[config.mk]
export PLATFORM = sky130hd
export DESIGN_NAME = rbs_core
export DESIGN_NICKNAME = d
export VERILOG_FILES = /design/src/pkg/rbs_pkg.sv /design/src/core/rbs_core.sv
export VERILOG_INCLUDE_DIRS = /design/src /design/src/pkg
export SDC_FILE = /design/constraint.sdc
export NUM_CORES = 1
export LEC_CHECK = 0
export BUFFER_PORTS_ARGS = -buffer_cell sky130_fd_sc_hd__buf_2
export CORE_MARGIN = 5
export CORE_UTILIZATION = 60
export DETAILED_ROUTE_END_ITERATION = 10
export PLACE_DENSITY = 0.84
export SLEW_MARGIN = 40
export SYNTH_ARGS = -nofsm -noshare
export SYNTH_HDL_FRONTEND = slang
export SYNTH_SLANG_ARGS = --single-unit
[constraint.sdc]
create_clock -name aclk -period 11.6 [get_ports aclk]
set_input_delay 1.16 -clock aclk [delete_from_list [all_inputs] [get_ports aclk]]
set_output_delay 1.16 -clock aclk [all_outputs]
set_load 0.05 [all_outputs]
[src/pkg/rbs_cfg.svh]
/*
  Constants for the reset, boot and standby vectoring block: addresses,
  entry codes, register offsets and timing figures.
  Assumes a single 50 MHz clock and byte addressing on the register bus.
*/
`ifndef RBS_CFG_SVH
`define RBS_CFG_SVH

// ==========================================================
// instruction and Y data memory map
`define RBS_BOOTROM_LAST 16'h00FF
`define RBS_VEC_BASE 16'h0200
`define RBS_VEC_LAST 16'h023F
`define RBS_VEC_IRQ 16'h0210
`define RBS_LOW_LO 16'h0200
`define RBS_LOW_HI 16'h0FFF
`define RBS_HIGH_LO 16'h4000
`define RBS_HIGH_HI 16'hBFFF
`define RBS_YPARAM 16'h4000

// ==========================================================
// boot ROM entry codes
`define RBS_C_SELF_YW 4'h1
`define RBS_C_SELF_XW 4'h2
`define RBS_C_SELF_YB 4'h3
`define RBS_C_SELF_XB 4'h4
`define RBS_C_HOST_ROM 4'h5
`define RBS_C_HOST_RAM 4'h6
`define RBS_C_SIG 4'h9
`define RBS_C_BOOT_SELF 4'hC
`define RBS_C_BOOT_HOST 4'hD

// ==========================================================
// register offsets
`define RBS_R_MASK 8'h00
`define RBS_R_STEP 8'h04
`define RBS_R_PTR3 8'h08
`define RBS_R_PTR7 8'h0C
`define RBS_R_CALL 8'h10
`define RBS_R_STAT 8'h14
`define RBS_R_PEND 8'h18
`define RBS_R_RES 8'h1C

// ==========================================================
// timing
`define RBS_CLK_MHZ 50
`define RBS_HALT_EXIT_CYC 16'h0020
`define RBS_STOP_EXIT_US 300
`define RBS_SETTLE 16'h0003
`define RBS_RAM_HALT_DIV 8

`endif

[src/pkg/rbs_pkg.sv]
/*
  Types for the reset, boot and standby vectoring block.
  Assumes rbs_cfg.svh for all numeric constants.
*/
package rbs_pkg;

  // ==========================================================
  // control states
  typedef enum logic [2:0] {
    RBS_BOOT, RBS_BOOTW, RBS_RUN, RBS_OPW,
    RBS_HALT, RBS_HEXIT, RBS_STOP, RBS_SEXIT
  } rbs_st_e;

  // ==========================================================
  // complete state of the block
  typedef struct packed {
    rbs_st_e st;
    logic [9:0] pend;
    logic [9:0] mask;
    logic [15:0] cnt;
    logic [3:0] dcnt;
    logic sco;
    logic [15:0] fa;
    logic fp;
    logic core_run;
    logic clk_run;
    logic [3:0] code;
    logic go;
    logic [15:0] src;
    logic [15:0] dst;
    logic [15:0] steps;
    logic [15:0] pointer_three;
    logic [15:0] pointer_seven;
    logic [39:0] general_reg_seven;
    logic err;
    logic [1:0] bmode;
    logic [3:0] s1;
    logic [3:0] s2;
    logic [3:0] prv;
    logic [1:0] b1;
    logic [1:0] b2;
    logic awok;
    logic wok;
    logic [7:0] awa;
    logic [31:0] wd;
    logic [3:0] ws;
    logic bv;
    logic [1:0] bresp;
    logic rv;
    logic [31:0] rd;
    logic [1:0] rresp;
  } rbs_state_s;

endpackage

[src/core/rbs_core.sv]
/*
  Reset, boot dispatch, standby control and interrupt vectoring for a
  16-bit signal processor, with an AXI4-Lite register slave.
  Assumes: core-side strobes are on aclk; interrupt and boot-select pins
  are asynchronous and active low where marked _n.
*/
// Decided for this implementation: the placing of the registers and the AXI4-Lite interface to the registers.
// Summary of operation
// RL1: vectors and reset fetch from 0x200-0x23F
// RL2: four slots per source from 0x210
// RL3: execution starts at 0x200 after boot
// RL4: low-rate idle stops all but clock
// RL5: idle left by interrupt or reset
// RL6: interrupt exit from idle takes tens
// RL7: idle clock divided by option ratio
// RL8: clock out high one normal cycle
// RL9: full stop halts clock and PLL too
// RL10: stop left only by reset or release
// RL11: release restart takes hundreds of microseconds
// RL12: shared pin releases stop without vectoring
// RL13: build option enables release pin
// RL14: 64K word space, boot ROM bottom
// RL15: self boot parameter at Y 0x4000
// RL16: host boot loads code through host port
// RL17: self reboot entries one to four
// RL18: host reboot entry five or six
// RL19: check value entry nine to register seven
// RL20: no operation spans both RAM regions
// RL21: boot selects choose none, host, self
// RL22: full clock restored before vectoring
`timescale 1ns/1ps
`include "rbs_cfg.svh"

module rbs_core #(
  parameter bit ALL_RAM = 1'b0,
  parameter bit WAKE_OPT = 1'b1,
  parameter int unsigned HALT_DIV = 8,
  parameter int unsigned STOP_EXIT_CYC =
    `RBS_STOP_EXIT_US * `RBS_CLK_MHZ
) (
  input wire logic aclk,
  input wire logic aresetn,
  input wire logic ce,
  input wire logic ext_irq_one_n,
  input wire logic ext_irq_two_n,
  input wire logic ext_irq_three_n,
  input wire logic ext_irq_four_n,
  input wire logic serial_rx_one,
  input wire logic serial_tx_one,
  input wire logic serial_rx_two,
  input wire logic serial_tx_two,
  input wire logic host_rx,
  input wire logic host_tx,
  input wire logic boot_select_low,
  input wire logic boot_select_high,
  input wire logic exec_halt,
  input wire logic exec_stop,
  input wire logic boot_done,
  input wire logic [39:0] boot_sig,
  output logic [15:0] fetch_addr,
  output logic fetch_valid,
  output logic core_run,
  output logic clk_run,
  output logic system_clock_out,
  output logic boot_go,
  output logic [3:0] boot_code,
  output logic [15:0] boot_src,
  output logic [15:0] boot_dst,
  output logic [15:0] boot_count,
  output logic [39:0] general_reg_seven,
  input wire logic [7:0] s_axi_awaddr,
  input wire logic s_axi_awvalid,
  output logic s_axi_awready,
  input wire logic [31:0] s_axi_wdata,
  input wire logic [3:0] s_axi_wstrb,
  input wire logic s_axi_wvalid,
  output logic s_axi_wready,
  output logic [1:0] s_axi_bresp,
  output logic s_axi_bvalid,
  input wire logic s_axi_bready,
  input wire logic [7:0] s_axi_araddr,
  input wire logic s_axi_arvalid,
  output logic s_axi_arready,
  output logic [31:0] s_axi_rdata,
  output logic [1:0] s_axi_rresp,
  output logic s_axi_rvalid,
  input wire logic s_axi_rready
);

  // ==========================================================
  // build checks
  // the RAM-only build has a fixed idle ratio; the exit counter is 16 bits, the idle divider counter 4 bits
  generate
    if (HALT_DIV < 1 || HALT_DIV > 16 ||
        (ALL_RAM && HALT_DIV != `RBS_RAM_HALT_DIV) ||
        STOP_EXIT_CYC < 1 || STOP_EXIT_CYC > 65535) begin : g_bad
      $error("rbs_core: unsupported parameter value");
    end
  endgenerate

  localparam logic [3:0] DIV_LAST = 4'(HALT_DIV - 1);
  localparam logic [15:0] STOP_LAST = 16'(STOP_EXIT_CYC - 1);
  localparam logic [3:0] HOST_CODE =
    ALL_RAM ? `RBS_C_HOST_RAM : `RBS_C_HOST_ROM;

  rbs_pkg::rbs_state_s s_r;
  rbs_pkg::rbs_state_s s_nxt;

  logic [3:0] rise;
  logic [9:0] ev;
  logic [9:0] hit;
  logic [3:0] idx;
  logic stop_release_pin;
  logic do_wr;
  logic wcall;
  logic ok_op;
  logic [15:0] op_src;
  logic [15:0] op_dst;
  logic [31:0] rmux;
  logic rhit;

  // ==========================================================
  // helpers
  // byte-lane merge for 16-bit registers
  function automatic logic [15:0] wr16(input logic [15:0] old,
                                       input logic [31:0] d,
                                       input logic [3:0] st);
    logic [15:0] r;
    r = old;
    if (st[0]) r[7:0] = d[7:0];
    if (st[1]) r[15:8] = d[15:8];
    return r;
  endfunction

  // whole span must lie in one RAM region, never both
  function automatic logic one_rgn(input logic [15:0] a,
                                   input logic [15:0] c);
    logic [16:0] e;
    e = {1'b0, a} + {1'b0, c} - 17'h00001;
    return (c != 16'h0000) &&
      ((a >= `RBS_LOW_LO && e <= {1'b0, `RBS_LOW_HI}) ||
       (a >= `RBS_HIGH_LO && e <= {1'b0, `RBS_HIGH_HI})); // RL20
  endfunction

  // ==========================================================
  // event sources
  // first sync stage feeds only the second; edges come from s2/prv
  assign rise = s_r.s2 & ~s_r.prv;
  assign ev = {host_tx, host_rx, serial_tx_two, serial_rx_two,
               serial_tx_one, serial_rx_one, rise};
  assign hit = s_r.pend & s_r.mask;
  assign stop_release_pin =
    WAKE_OPT && (s_r.st == rbs_pkg::RBS_STOP) && rise[3]; // RL12 RL13

  // lowest source index wins
  always_comb begin
    idx = 4'h0;
    for (int i = 9; i >= 0; i--) begin
      if (hit[i]) idx = 4'(i);
    end
  end

  // ==========================================================
  // reboot call decode
  assign do_wr = s_r.awok && s_r.wok && !s_r.bv;
  assign wcall = do_wr && (s_r.awa == `RBS_R_CALL);

  // pointer roles swap between X and Y sourced self reboot
  always_comb begin
    op_src = s_r.pointer_seven;
    op_dst = s_r.pointer_three;
    ok_op = 1'b0;
    case (s_r.wd[3:0])
      `RBS_C_SELF_YW, `RBS_C_SELF_YB: begin
        ok_op = !ALL_RAM; // RL17
      end
      `RBS_C_SELF_XW, `RBS_C_SELF_XB: begin
        op_src = s_r.pointer_three;
        op_dst = s_r.pointer_seven;
        ok_op = !ALL_RAM; // RL17
      end
      `RBS_C_SIG: begin
        op_src = 16'h0000;
        ok_op = ALL_RAM; // RL19
      end
      default: begin
        op_src = 16'h0000;
        ok_op = (s_r.wd[3:0] == HOST_CODE); // RL18
      end
    endcase
    ok_op = ok_op && one_rgn(op_dst, s_r.steps); // RL20
  end

  // ==========================================================
  // next-state logic
  always_comb begin
    s_nxt = s_r;
    s_nxt.fp = 1'b0;
    s_nxt.go = 1'b0;
    s_nxt.s1 = ~{ext_irq_four_n, ext_irq_three_n,
                 ext_irq_two_n, ext_irq_one_n};
    s_nxt.s2 = s_r.s1;
    s_nxt.prv = s_r.s2;
    s_nxt.b1 = {boot_select_high, boot_select_low};
    s_nxt.b2 = s_r.b1;
    s_nxt.sco = ~s_r.sco;
    s_nxt.dcnt = 4'h0;

    // controller
    case (s_r.st)
      rbs_pkg::RBS_BOOT: begin
        s_nxt.cnt = s_r.cnt - 16'h0001;
        if (s_r.cnt == 16'h0000) begin
          s_nxt.bmode = s_r.b2;
          s_nxt.fp = 1'b1;
          s_nxt.core_run = 1'b1;
          s_nxt.steps = 16'h0000;
          case (s_r.b2) // RL21
            2'b01: begin
              s_nxt.code = `RBS_C_BOOT_HOST; // RL16
              s_nxt.src = 16'h0000;
              s_nxt.go = 1'b1;
              s_nxt.fa = 16'h0000; // RL14
              s_nxt.st = rbs_pkg::RBS_BOOTW;
            end
            2'b11: begin
              s_nxt.code = `RBS_C_BOOT_SELF;
              s_nxt.src = `RBS_YPARAM; // RL15
              s_nxt.go = 1'b1;
              s_nxt.fa = 16'h0000; // RL14
              s_nxt.st = rbs_pkg::RBS_BOOTW;
            end
            default: begin
              // prohibited pattern flagged, run without boot
              s_nxt.err = (s_r.b2 == 2'b10);
              s_nxt.fa = `RBS_VEC_BASE; // RL3
              s_nxt.st = rbs_pkg::RBS_RUN;
            end
          endcase
        end
      end
      rbs_pkg::RBS_BOOTW: begin
        if (boot_done) begin
          s_nxt.fa = `RBS_VEC_BASE; // RL1 RL3
          s_nxt.fp = 1'b1;
          s_nxt.st = rbs_pkg::RBS_RUN;
        end
      end
      rbs_pkg::RBS_RUN: begin
        if (wcall) begin
          // call wins this cycle; any interrupt waits pending
          s_nxt.err = !ok_op;
          if (ok_op) begin
            s_nxt.code = s_r.wd[3:0];
            s_nxt.src = op_src;
            s_nxt.dst = op_dst;
            s_nxt.go = 1'b1;
            s_nxt.fa = {12'h000, s_r.wd[3:0]}; // RL14
            s_nxt.fp = 1'b1;
            s_nxt.st = rbs_pkg::RBS_OPW;
          end
        end else if (exec_stop) begin
          s_nxt.core_run = 1'b0;
          s_nxt.clk_run = 1'b0; // RL9
          s_nxt.sco = 1'b0; // RL9
          s_nxt.st = rbs_pkg::RBS_STOP;
        end else if (exec_halt) begin
          s_nxt.core_run = 1'b0; // RL4
          s_nxt.st = rbs_pkg::RBS_HALT;
        end else if (hit != 10'h000) begin
          s_nxt.fa = `RBS_VEC_IRQ + {10'h000, idx, 2'b00}; // RL2
          s_nxt.fp = 1'b1;
          s_nxt.pend[idx] = 1'b0;
        end
      end
      rbs_pkg::RBS_OPW: begin
        if (boot_done) begin
          if (s_r.code == `RBS_C_SIG) begin
            s_nxt.general_reg_seven = boot_sig; // RL19
          end
          s_nxt.st = rbs_pkg::RBS_RUN;
        end
      end
      rbs_pkg::RBS_HALT: begin
        // divided clock: one normal-width high every HALT_DIV cycles
        s_nxt.dcnt = (s_r.dcnt == DIV_LAST) ? 4'h0
                     : s_r.dcnt + 4'h1; // RL7
        s_nxt.sco = (s_r.dcnt == DIV_LAST); // RL8
        if (hit != 10'h000) begin
          s_nxt.cnt = `RBS_HALT_EXIT_CYC - 16'h0001;
          s_nxt.st = rbs_pkg::RBS_HEXIT; // RL5
        end
      end
      rbs_pkg::RBS_HEXIT: begin
        // full-rate clock already back; vector taken in run
        s_nxt.cnt = s_r.cnt - 16'h0001; // RL6 RL22
        if (s_r.cnt == 16'h0000) begin
          s_nxt.core_run = 1'b1;
          s_nxt.st = rbs_pkg::RBS_RUN;
        end
      end
      rbs_pkg::RBS_STOP: begin
        s_nxt.sco = 1'b0;
        if (stop_release_pin) begin
          s_nxt.clk_run = 1'b1;
          s_nxt.cnt = STOP_LAST; // RL11
          s_nxt.st = rbs_pkg::RBS_SEXIT; // RL10
        end
      end
      rbs_pkg::RBS_SEXIT: begin
        // oscillator and PLL settle before the core resumes
        s_nxt.cnt = s_r.cnt - 16'h0001; // RL11
        if (s_r.cnt == 16'h0000) begin
          s_nxt.core_run = 1'b1;
          s_nxt.st = rbs_pkg::RBS_RUN;
        end
      end
      default: begin
        s_nxt.st = rbs_pkg::RBS_BOOT;
      end
    endcase

    // new events are set after the clear, so set wins; nothing
    // latches while stopped, so release never vectors
    if (s_r.st != rbs_pkg::RBS_STOP) begin
      s_nxt.pend = s_nxt.pend | ev; // RL12
    end

    // write channel: address and data taken in either order
    if (!s_r.awok && !s_r.bv && s_axi_awvalid) begin
      s_nxt.awok = 1'b1;
      s_nxt.awa = {s_axi_awaddr[7:2], 2'b00};
    end
    if (!s_r.wok && !s_r.bv && s_axi_wvalid) begin
      s_nxt.wok = 1'b1;
      s_nxt.wd = s_axi_wdata;
      s_nxt.ws = s_axi_wstrb;
    end
    if (do_wr) begin
      s_nxt.awok = 1'b0;
      s_nxt.wok = 1'b0;
      s_nxt.bv = 1'b1;
      s_nxt.bresp = 2'b00;
      case (s_r.awa)
        `RBS_R_MASK: s_nxt.mask =
          10'(wr16({6'h00, s_r.mask}, s_r.wd, s_r.ws));
        `RBS_R_STEP: s_nxt.steps = wr16(s_r.steps, s_r.wd, s_r.ws);
        `RBS_R_PTR3: s_nxt.pointer_three =
          wr16(s_r.pointer_three, s_r.wd, s_r.ws);
        `RBS_R_PTR7: s_nxt.pointer_seven =
          wr16(s_r.pointer_seven, s_r.wd, s_r.ws);
        `RBS_R_CALL, `RBS_R_STAT, `RBS_R_PEND, `RBS_R_RES: begin
        end
        default: s_nxt.bresp = 2'b10;
      endcase
    end
    if (s_r.bv && s_axi_bready) s_nxt.bv = 1'b0;

    // read channel
    if (!s_r.rv && s_axi_arvalid) begin
      s_nxt.rv = 1'b1;
      s_nxt.rd = rmux;
      s_nxt.rresp = rhit ? 2'b00 : 2'b10;
    end else if (s_r.rv && s_axi_rready) begin
      s_nxt.rv = 1'b0;
    end
  end

  // read decode; unmapped words read zero with SLVERR
  always_comb begin
    rhit = 1'b1;
    case ({s_axi_araddr[7:2], 2'b00})
      `RBS_R_MASK: rmux = {22'h000000, s_r.mask};
      `RBS_R_STEP: rmux = {16'h0000, s_r.steps};
      `RBS_R_PTR3: rmux = {16'h0000, s_r.pointer_three};
      `RBS_R_PTR7: rmux = {16'h0000, s_r.pointer_seven};
      `RBS_R_CALL: rmux = {28'h0000000, s_r.code};
      `RBS_R_STAT: rmux = {24'h000000, s_r.err, s_r.bmode,
                           s_r.clk_run, s_r.core_run, s_r.st};
      `RBS_R_PEND: rmux = {22'h000000, s_r.pend};
      `RBS_R_RES: rmux = s_r.general_reg_seven[31:0];
      default: begin
        rmux = 32'h00000000;
        rhit = 1'b0;
      end
    endcase
  end

  // ==========================================================
  // state register; reset restarts boot from the top
  always_ff @(posedge aclk) begin
    if (!aresetn) begin
      s_r <= '0;
      s_r.cnt <= `RBS_SETTLE;
      s_r.clk_run <= 1'b1;
    end else if (ce) begin
      s_r <= s_nxt;
    end
  end

  // ==========================================================
  // outputs
  assign fetch_addr = s_r.fa;
  assign fetch_valid = s_r.fp;
  assign core_run = s_r.core_run;
  assign clk_run = s_r.clk_run;
  assign system_clock_out = s_r.sco;
  assign boot_go = s_r.go;
  assign boot_code = s_r.code;
  assign boot_src = s_r.src;
  assign boot_dst = s_r.dst;
  assign boot_count = s_r.steps;
  assign general_reg_seven = s_r.general_reg_seven;
  assign s_axi_awready = !s_r.awok && !s_r.bv;
  assign s_axi_wready = !s_r.wok && !s_r.bv;
  assign s_axi_bvalid = s_r.bv;
  assign s_axi_bresp = s_r.bresp;
  assign s_axi_arready = !s_r.rv;
  assign s_axi_rvalid = s_r.rv;
  assign s_axi_rdata = s_r.rd;
  assign s_axi_rresp = s_r.rresp;

  // ==========================================================
  // assertions
  a_fetch_window: assert property (@(posedge aclk) disable iff (!aresetn)
    s_r.fp |-> (s_r.fa <= `RBS_BOOTROM_LAST ||
     (s_r.fa >= `RBS_VEC_BASE && s_r.fa <= `RBS_VEC_LAST)))
    else $error("fetch outside boot ROM and vectors"); // RL1

  a_irq_slot: assert property (@(posedge aclk) disable iff (!aresetn)
    ce && s_r.st == rbs_pkg::RBS_RUN && !wcall && !exec_stop
    && !exec_halt && s_r.pend[4] && s_r.mask[4] && hit[3:0] == 4'h0
    |=> s_r.fp && s_r.fa == 16'h0220)
    else $error("serial slot vector wrong"); // RL2

  a_reset_entry: assert property (@(posedge aclk) disable iff (!aresetn)
    ce && s_r.st == rbs_pkg::RBS_BOOTW && boot_done
    |=> s_r.fp && s_r.fa == `RBS_VEC_BASE
    && s_r.st == rbs_pkg::RBS_RUN)
    else $error("boot end did not enter 0x200"); // RL3

  a_halt_freeze: assert property (@(posedge aclk) disable iff (!aresetn)
    s_r.st == rbs_pkg::RBS_HALT |-> !core_run && clk_run)
    else $error("halt must freeze core only"); // RL4

  a_halt_wake: assert property (@(posedge aclk) disable iff (!aresetn)
    ce && s_r.st == rbs_pkg::RBS_HALT && hit != 10'h000
    |=> s_r.st == rbs_pkg::RBS_HEXIT)
    else $error("interrupt did not leave halt"); // RL5

  a_halt_delay: assert property (@(posedge aclk) disable iff (!aresetn)
    ce && $rose(s_r.st == rbs_pkg::RBS_HEXIT)
    |-> (!core_run && !s_r.fp)[*8])
    else $error("halt exit too quick"); // RL6

  a_clk_high: assert property (@(posedge aclk) disable iff (!aresetn)
    ce && s_r.st == rbs_pkg::RBS_HALT && HALT_DIV > 1
    && s_nxt.st == rbs_pkg::RBS_HALT && s_r.sco |=> !s_r.sco)
    else $error("idle clock high over one cycle"); // RL8

  a_stop_dead: assert property (@(posedge aclk) disable iff (!aresetn)
    s_r.st == rbs_pkg::RBS_STOP |-> !clk_run && !core_run && !s_r.sco)
    else $error("stop left clock running"); // RL9

  a_stop_hold: assert property (@(posedge aclk) disable iff (!aresetn)
    ce && s_r.st == rbs_pkg::RBS_STOP && !stop_release_pin
    |=> s_r.st == rbs_pkg::RBS_STOP && !s_r.fp)
    else $error("stop left without release"); // RL10 RL13

  a_one_region: assert property (@(posedge aclk) disable iff (!aresetn)
    s_r.go && s_r.st == rbs_pkg::RBS_OPW |-> one_rgn(s_r.dst, s_r.steps))
    else $error("operation spans both regions"); // RL20

endmodule

==> Word level (Yosys, flattened, before mapping) <==
Cells that the tools add are included.
{ "op_classes": {"add_sub_neg": 5, "mul": 0, "n_div": 0, "magnitude_cmp": 6, "eq_ne": 53, "n_shift": 0, "n_mux": 89, "n_bitwise": 8, "reduce_logical": 72} }
{ "op_table": {"columns": ["operator", "n"], "rows": [
  ["$pmux 32 s8", 1],
  ["$mux 16", 8],
  ["$mux 17", 6],
  ["$pmux 21 s2", 2],
  ["$mux 37", 2],
  ["$mux 10", 7],
  ["$pmux 17 s3", 1],
  ["$eq 6x3->1 const B", 8],
  ["$mux 4", 12],
  ["$mux 48", 1],
  ["$mux 8", 6],
  ["$pmux 16 s3", 1],
  ["$reduce_and 4->1", 9],
  ["$mux 3", 11],
  ["$pmux 16 s2", 1],
  ["$eq 6x2->1 const B", 4],
  ["$ne 3x3->1 const B", 8],
  ["$mux 21", 1],
  ["$and 10x10->10", 2],
  ["$reduce_and 2->1", 10],
  ["$mux 18", 1],
  ["$ne 2x2->1 const B", 9],
  ["$pmux 3 s6", 1],
  ["$add 16x16->17", 1],
  ["other kinds (52)", 120]
]} }
{ "totals": {"reg_bits": 271, "latchBits": 0, "mem_bits_rw": 0, "romBits": 0, "in_bits": 115, "out_inout_bits": 154, "mem_count": 0} }

==> Logic depth before layout (Yosys ltp) <==
Gate-level depths: netlist of the first run.
{ "logic_depth": {"depth_word": 24, "ltp_mapped": 21, "depth_no_buf": 17} }

==> Worst setup path before layout of the first run <==
No wires, ideal clock.
{ "synth_timing": {"path_type": "register -> register", "startpoint": "reg s_r[43] (netlist bit)", "endpoint": "reg s_r (netlist bit boot_src[10])", "setup_time_ns": 0.070, "arrival_ns": 4.783, "path_slack_ns": 6.746, "stages_incl_launch_ff": 19, "path_buffers": 4, "cell_sequence": "dfxtp_1 -> buf_2 -> xnor2_1 -> nor3_1 -> clkbuf_1 -> mux2i_1 -> ha_1 -> inv_1 -> ha_1 -> a211oi_1 -> o211ai_1 -> a2111o_1 -> a31oi_1 -> mux2_2 -> nor4_1 -> clkbuf_1 -> buf_2 -> nand2_1 -> a21oi_1"} }
{ "synth_via": {"elab_chain_len": 12, "elab_cells_between_ends": 28, "classes_between": "add/sub: 2; order compare: 4; eq/ne: 7; mux: 6; reduce/logical: 9"} }
{ "synth_rtl": {"columns": ["item", "line", "text"], "rows": [
  ["start, declared", "rbs_core.sv:106", "rbs_pkg::rbs_state_s s_r;"],
  ["start signal, assigned", "rbs_core.sv:397", "s_r <= s_nxt;"],
  ["$eq 4x2->1 or $eq 4x3->1 (tied branches)", "rbs_core.sv:173", "case (s_r.wd[3:0])"],
  ["$reduce_or 2->1", "rbs_core.sv:173", null],
  ["$mux 16", "rbs_core.sv:173", null],
  ["$add 16x16->17", "rbs_core.sv:139", "e = {1'b0, a} + {1'b0, c} - 17'h00001;"],
  ["$sub 17x1->17", "rbs_core.sv:139", null],
  ["$le 17x12->1 or $le 17x16->1 (tied branches)", "rbs_core.sv:141, rbs_core.sv:142", null],
  ["$logic_and 1x1->1, on equally long branches", "rbs_core.sv:141, rbs_core.sv:142", null],
  ["$logic_or 1x1->1", "rbs_core.sv:141", "((a >= `RBS_LOW_LO && e <= {1'b0, `RBS_LOW_HI}) ||"],
  ["$logic_and 1x1->1", "rbs_core.sv:140", "return (c != 16'h0000) &&"],
  ["$logic_and 1x1->1", "rbs_core.sv:191", "ok_op = ok_op && one_rgn(op_dst, s_r.steps);"],
  ["$ne 2x2->1 (no source line)", null, null],
  ["$reduce_and 6->1 (no source line)", null, null]
]} }
Parallel ways exist; a longest one is shown, timed or not. The select of a mux whose other input is x is not followed.
A chain may end at the register's enable or synchronous reset.

==> Final worst setup path of the first run <==
{ "layout_timing": {"startpoint": "reg s_r[43] (netlist bit)", "endpoint": "reg s_r (netlist bit boot_dst[15])"} }
{ "layout_via": {"elab_chain_len": 11, "elab_cells_between_ends": 22, "classes_between": "add/sub: 2; order compare: 4; eq/ne: 6; mux: 2; reduce/logical: 8"} }
{ "layout_rtl": {"columns": ["item", "line"], "rows": [
  ["$eq 4x2->1 or $eq 4x3->1 (tied branches)", "rbs_core.sv:173"],
  ["$reduce_or 2->1", "rbs_core.sv:173"],
  ["$mux 16", "rbs_core.sv:173"],
  ["$add 16x16->17", "rbs_core.sv:139"],
  ["$sub 17x1->17", "rbs_core.sv:139"],
  ["$le 17x12->1 or $le 17x16->1 (tied branches)", "rbs_core.sv:141, rbs_core.sv:142"],
  ["$logic_and 1x1->1, on equally long branches", "rbs_core.sv:141, rbs_core.sv:142"],
  ["$logic_or 1x1->1", "rbs_core.sv:141"],
  ["$logic_and 1x1->1", "rbs_core.sv:140"],
  ["$logic_and 1x1->1", "rbs_core.sv:191"],
  ["$reduce_and 4->1 (no source line)", null]
]} }
Parallel ways exist; a longest one is shown, timed or not.

==> reports/metrics.yaml, run 1 <==
status: "finished clean"
syn_area_sq_um: 13400
overflow: 0
clock_skew_ns: 0.0117
vias: 12100
grt_pass1_vias: 11300
core_region_area_sq_um: 22000
cp-start-kind: "flip-flop"
cp-end-kind: "flip-flop"
p_comb_frac: 0.085
post-route-period-util: 0.461
cts_made_buffers: 28
ys_warn_count: 0
cts-root-buf: "clkbuf_16"
setup_violations: 0
design_area_sq_um: 14700
synth_edf_count: 0
dieArea_sq_um: 25500
path_clk_slew_ns: 0.06
crit_fanout: 49
clock_path_buffers: 3
fill_cells: 1747
synth_area_per_cell_sq_um: 8.19
cts_sinks: 261
grt_max_degree: 85
dp_worst_setup_slack_ns: 6.45
hold_violations: 0
die_w_um: 160
first_iter_violations: 1702
final_common_cell: "nand2_1"
worstSkewPairLatency_ns: 0.54
p_int_w: 0.00154
setup_tns_ns: 0
cts_hold_buf: 0
post-route-min-period_ns: 5.34
place_congestion: 0.956
required_ns: 12.04
dieHeight_um: 160
routed_via_density: 6.04
tritoncts: "done"
maxCapViolCount: 0
worst_slew_pin_slew_ns: 0.829
drtPass1Iterations: 6
grt_first_pass_wirelength_um: 61200
switching_share: 0.249
drive_gt1_frac: 0.198
ys_seq_area_frac: 0.389
synth_area_leaders: "dfxtp_1, buf_4, nand2_1"
seqPwrFrac: 0.458
p_per_area_nw_per_um2: 139
grt.total_usage: 0.290
syn_inst: 1641
initial_core_util: 0.612
cts_htree_levels: 1
areaGrowthSynthToFinish_pct: 9.68
synth.largest_area_cell: "dfxtp_1"
pwr-share-clk: 0.457
synth_flop_cell: "dfxtp_1"
yosys_register_bits: 261
io_buffers: 236
yosysUniqueCellTypes: 67
p_sw_w: 0.000510
cp.arrival_ns: 5.78
place_hpwl_um: 28100
slew_headroom: 0.443
power.leakage_nw: 6.26
ant_nets: 0
drcViolationCount: 0
rows: 54
fmax_mhz: 187
placed_area_sq_um: 13700
worst_slack_ns: 6.26
nets: 1848
post_cts_buffers: 0
routed_wl_um: 39000
final_cell_mix: "nand2_1, dfxtp_1, buf_2"
pin_count: 269
ir_drop_mv: 0.110
hp-class: "flip-flop to flip-flop"
cts_resized: 0
grt_setup_unrepaired: "false"
worstSetupPathType: "flip-flop to flip-flop"
post_drt_wl_per_cell_um: 19.5
antenna_found_initial: 0
slew_viol_final: 0
async_flop_share: 0
netlist.area_leader.share: 0.389
power by group through the flow:
stage	logic (W)	registers (W)	clock network (W)
2_1_floorplan	0.000133	0.000950	0
3_3_place_gp	0.000169	0.000955	0
3_5_place_dp	0.000173	0.000957	0
4_1_cts	0.000174	0.000937	0.000945
5_1_grt	0.000189	0.000939	0.000986
6_report	0.000175	0.000938	0.000937
critical path, stage by stage, from the launching register on:
cell,delay (ns)
dfxtp_1,0.62
xnor2_1,0.16
nor3_2,0.12
buf_4,0.43
mux2i_1,0.49
ha_1,0.29
inv_1,0.06
ha_1,0.28
a211oi_1,0.24
o211ai_1,0.19
a2111o_1,0.43
a31oi_1,0.37
mux2_2,0.43
nor4_2,0.19
buf_4,0.50
nor2_1,0.11
a211oi_1,0.26
kinds of logic (layout without fill, tap and decap cells):
| group | Yosys count | count (layout) | share of synthesized area |
|---|---|---|---|
| buffers and inverters | 287 | 355 | 0.121 |
| other | 1 | 11 | 0.000279 |
| AND/OR/NAND/NOR | 582 | 582 | 0.193 |
| XOR/XNOR | 14 | 14 | 0.00912 |
| flip-flops | 261 | 261 | 0.389 |
| adder cells (fa/ha/maj) | 35 | 35 | 0.0331 |
| multiplexers | 80 | 80 | 0.0673 |
| AO/OA/AOI/OAI | 381 | 381 | 0.188 |
cell type report:
type | count | area, sq um | share of cell area
diodes | 1 | 2.50 | 0.000170
clock buffers | 36 | 791 | 0.0537
clock inverters | 14 | 188 | 0.0127
inverters | 56 | 213 | 0.0144
multi-input cells | 1102 | 6690 | 0.454
flip-flops and latches | 261 | 5230 | 0.354
well taps | 280 | 350 | 0.0238
repair buffers | 249 | 1280 | 0.0870
through the flow:
stage / instances / hold slack (ns) / util / power, W
2_1_floorplan: 1650 / 0.432 / - / 0.00108
3_3_place_gp: 1948 / 0.437 / 0.624 / 0.00112
3_5_place_dp: 1948 / 0.440 / 0.626 / 0.00113
4_1_cts: 1998 / 0.451 / 0.670 / 0.00206
5_1_grt: 1998 / 0.470 / 0.671 / 0.00211
6_report: 1999 / 0.450 / 0.671 / 0.00205
flip-flops by register name, summed over array words and instances (netlist names), 4 cells and up:
register and count:
boot_src 16, boot_dst 16, boot_code 4, s_axi_rdata 32
boot_count 16, s_nxt 10, fetch_addr 8, s_r 110
general_reg_seven 40
synth_stat cells (all sizes together) (4+ instances only):
cell type    n
nand2      274
dfxtp      261
buf        152
nor2       129
a21oi      122
clkbuf      79
mux2i       69
o21ai       69
inv         55
nand3       49
a21boi      34
a22oi       34
ha          34
nor2b       32
nor3        23
o211a       18
a211oi      17
a22o        17
nor4        16
nand2b      15
a221oi      13
a31oi       12
and2         9
xnor2        9
mux4         8
and3         6
o211ai       6
o31ai        6
or2          6
nor3b        5
or4          5
xor2         5
nand4        4
o21a         4
o22ai        4
metal layers:
layer | GRT usage | part of all wire | vias up
met5 | 0 | 0 | -
met4 | 0.108 | 0.045 | 0
met3 | 0.0479 | 0.092 | 129
met2 | 0.480 | 0.46 | 666
met1 | 0.384 | 0.40 | 5627
li1 | - | - | 5659
path summary, 6_finish.rpt:
kind                   startpoint         endpoint  slack, ns  depth (start not counted)
setup / recovery          s_r[43]     boot_dst[15]       6.26                         16
hold / removal    s_axi_rdata[27]  s_axi_rdata[27]       0.45                          2
setup reg to reg          s_r[43]     boot_dst[15]       6.26                         16
hold reg to reg   s_axi_rdata[27]  s_axi_rdata[27]       0.45                          2
(Power assumes the default switching activity.)
==> run 2: changes to the inputs <==
--- a/config.mk
+++ b/config.mk
@@ -8,9 +8,9 @@
 export LEC_CHECK = 0
 export BUFFER_PORTS_ARGS = -buffer_cell sky130_fd_sc_hd__buf_2
 export CORE_MARGIN = 5
-export CORE_UTILIZATION = 60
+export CORE_UTILIZATION = 56
 export DETAILED_ROUTE_END_ITERATION = 10
-export PLACE_DENSITY = 0.84
+export PLACE_DENSITY = 0.79
 export SLEW_MARGIN = 40
 export SYNTH_ARGS = -nofsm -noshare
 export SYNTH_HDL_FRONTEND = slang
==> constraint.sdc (replaced) <==
create_clock -name aclk -period 5.4 [get_ports aclk]
set_input_delay 0.54 -clock aclk [delete_from_list [all_inputs] [get_ports aclk]]
set_output_delay 0.54 -clock aclk [all_outputs]
set_load 0.05 [all_outputs]
==> run 2 against run 1 <==
Critical path type unchanged. Largest cell class unchanged. Via count decreased by 1.6%. Clock power rose by 110%. Register-to-register slack lost 5.6 ns.
==> reports/metrics.yaml, run 2 (synthesis results as in run 1) <==
p_comb_frac: 0.088
clock_skew_ns: 0.0320
vias: 11900
layoutNonFillerInstCount: 2046
crit_fanout: 34
io_buffers: 236
p_sw_w: 0.00112
path_clk_slew_ns: 0.07
routed_wl_um: 38700
p_per_area_nw_per_um2: 293
post_cts_buffers: 0
final_cell_mix: "nand2_1, dfxtp_1, buf_2"
cts_resized: 0
overflow: 0
reg2reg_depth: 17
hp-class: "input pin to flip-flop"
worst_slew_pin_slew_ns: 0.785
cts_made_buffers: 28
required_ns: 5.87
worstSkewPairLatency_ns: 0.57
drtPass1Iterations: 6
grt_max_degree: 83
final_common_cell: "nand2_1"
maxCapViolCount: 0
nets: 1856
hold_violations: 0
die_w_um: 165
cts_sinks: 261
setup_tns_ns: 0
fmax_mhz: 209
dieArea_sq_um: 27200
slew_viol_final: 0
rows: 56
switching_share: 0.259
post_drt_wl_per_cell_um: 18.9
clock_path_buffers: 3
top_register: "s_r"
ant_nets: 0
worstSetupPathType: "flip-flop to flip-flop"
routed_via_density: 5.81
largest_reg_flops: 110
seqPwrFrac: 0.463
min_from: "ext_irq_three_n"
cp.arrival_ns: 5.25
hold_path_end: "s_nxt[94]"
diodes: 0
drive_gt1_frac: 0.200
cts-root-buf: "clkbuf_16"
initial_core_util: 0.571
core_region_area_sq_um: 23500
ir_drop_mv: 0.234
rr_endpoint: "boot_src[5]"
setup_violations: 0
power.leakage_nw: 6.26
areaGrowthSynthToFinish_pct: 10.2
grt_first_pass_wirelength_um: 58800
place_congestion: 0.940
dp_cells: 1995
fill_cells: 2040
cts_htree_levels: 1
holdPathStages: 2
drcViolationCount: 0
pwr-share-clk: 0.449
post-route-period-util: 0.885
first_iter_violations: 1204
grt_setup_unrepaired: "false"
post-route-min-period_ns: 4.78
status: "finished clean"
pin_count: 269
cts_hold_buf: 0
grt.total_usage: 0.271
grt_pass1_vias: 11000
cp-start-kind: "flip-flop"
place_hpwl_um: 28200
tritoncts: "done"
rr_startpoint: "s_r[43]"
antenna_found_initial: 1
dieHeight_um: 165
r2r_slack_ns: 0.62
p_int_w: 0.00322
cp-end-kind: "flip-flop"
slew_headroom: 0.475
-- run 2: worst max path at each step --
stage,from,endpoint,slack (ns)
final,s_r[43],boot_src[5],0.62
after global routing,s_r[44],boot_src[5],0.33
after CTS,s_r[43],boot_src[5],0.70
after detailed placement,s_r[43],boot_src[10],0.75
after global placement,s_r[43],boot_src[5],0.88
after floorplan,s_r[43],boot_src[10],0.55
-- run 2: cell type report --
type,count,area (sq um),area share
clock inverters,18,196,0.0133
multi-input cells,1102,6670,0.450
well taps,319,399,0.0270
flip-flops and latches,261,5230,0.353
inverters,56,213,0.0144
repair buffers,257,1360,0.0921
clock buffers,33,739,0.0500
-- run 2: per-stage QoR --
stage / instance area [sq um] / util / hold slack (ns) / total power (W) / worst slack, ns
floorplan: 13500 / - / 0.432 / 0.00233 / 0.546
global placement: 13800 / 0.588 / 0.437 / 0.00242 / 0.878
detailed placement: 13900 / 0.589 / 0.445 / 0.00243 / 0.748
CTS: 14800 / 0.629 / 0.131 / 0.00436 / 0.697
global route: 14800 / 0.629 / 0.152 / 0.00448 / 0.334
finish: 14800 / 0.629 / 0.147 / 0.00434 / 0.622
-- run 2: worst max-delay path, cell delays in order, from the launching register on --
cell	delay [ns]
dfxtp_1	0.32
xnor2_1	0.14
nor3_2	0.19
buf_12	0.25
mux2i_1	0.43
ha_1	0.31
inv_1	0.05
ha_1	0.25
a211oi_1	0.26
o211ai_1	0.22
a2111o_1	0.42
a31oi_1	0.40
mux2i_1	0.23
nand2_2	0.12
a2bb2oi_2	0.51
buf_4	0.32
o21ai_0	0.13
a21oi_1	0.13
-- run 2: power by group through the flow --
stage | Combinational (W) | Clock, W | Sequential [W]
after CTS | 0.000381 | 0.00197 | 0.00201
after global placement | 0.000373 | 0 | 0.00205
after floorplan | 0.000285 | 0 | 0.00204
final | 0.000384 | 0.00195 | 0.00201
after detailed placement | 0.000379 | 0 | 0.00205
after global routing | 0.000416 | 0.00205 | 0.00201
-- run 2: metal layers --
metal | part of all wire | routed length [um] | global-route usage | vias up
met2 | 0.46 | 17600 | 0.446 | 593
met1 | 0.40 | 15600 | 0.348 | 5529
met5 | 0.00028 | 11 | 0 | -
met3 | 0.10 | 3850 | 0.0599 | 115
met4 | 0.041 | 1590 | 0.102 | 2
li1 | - | - | - | 5654
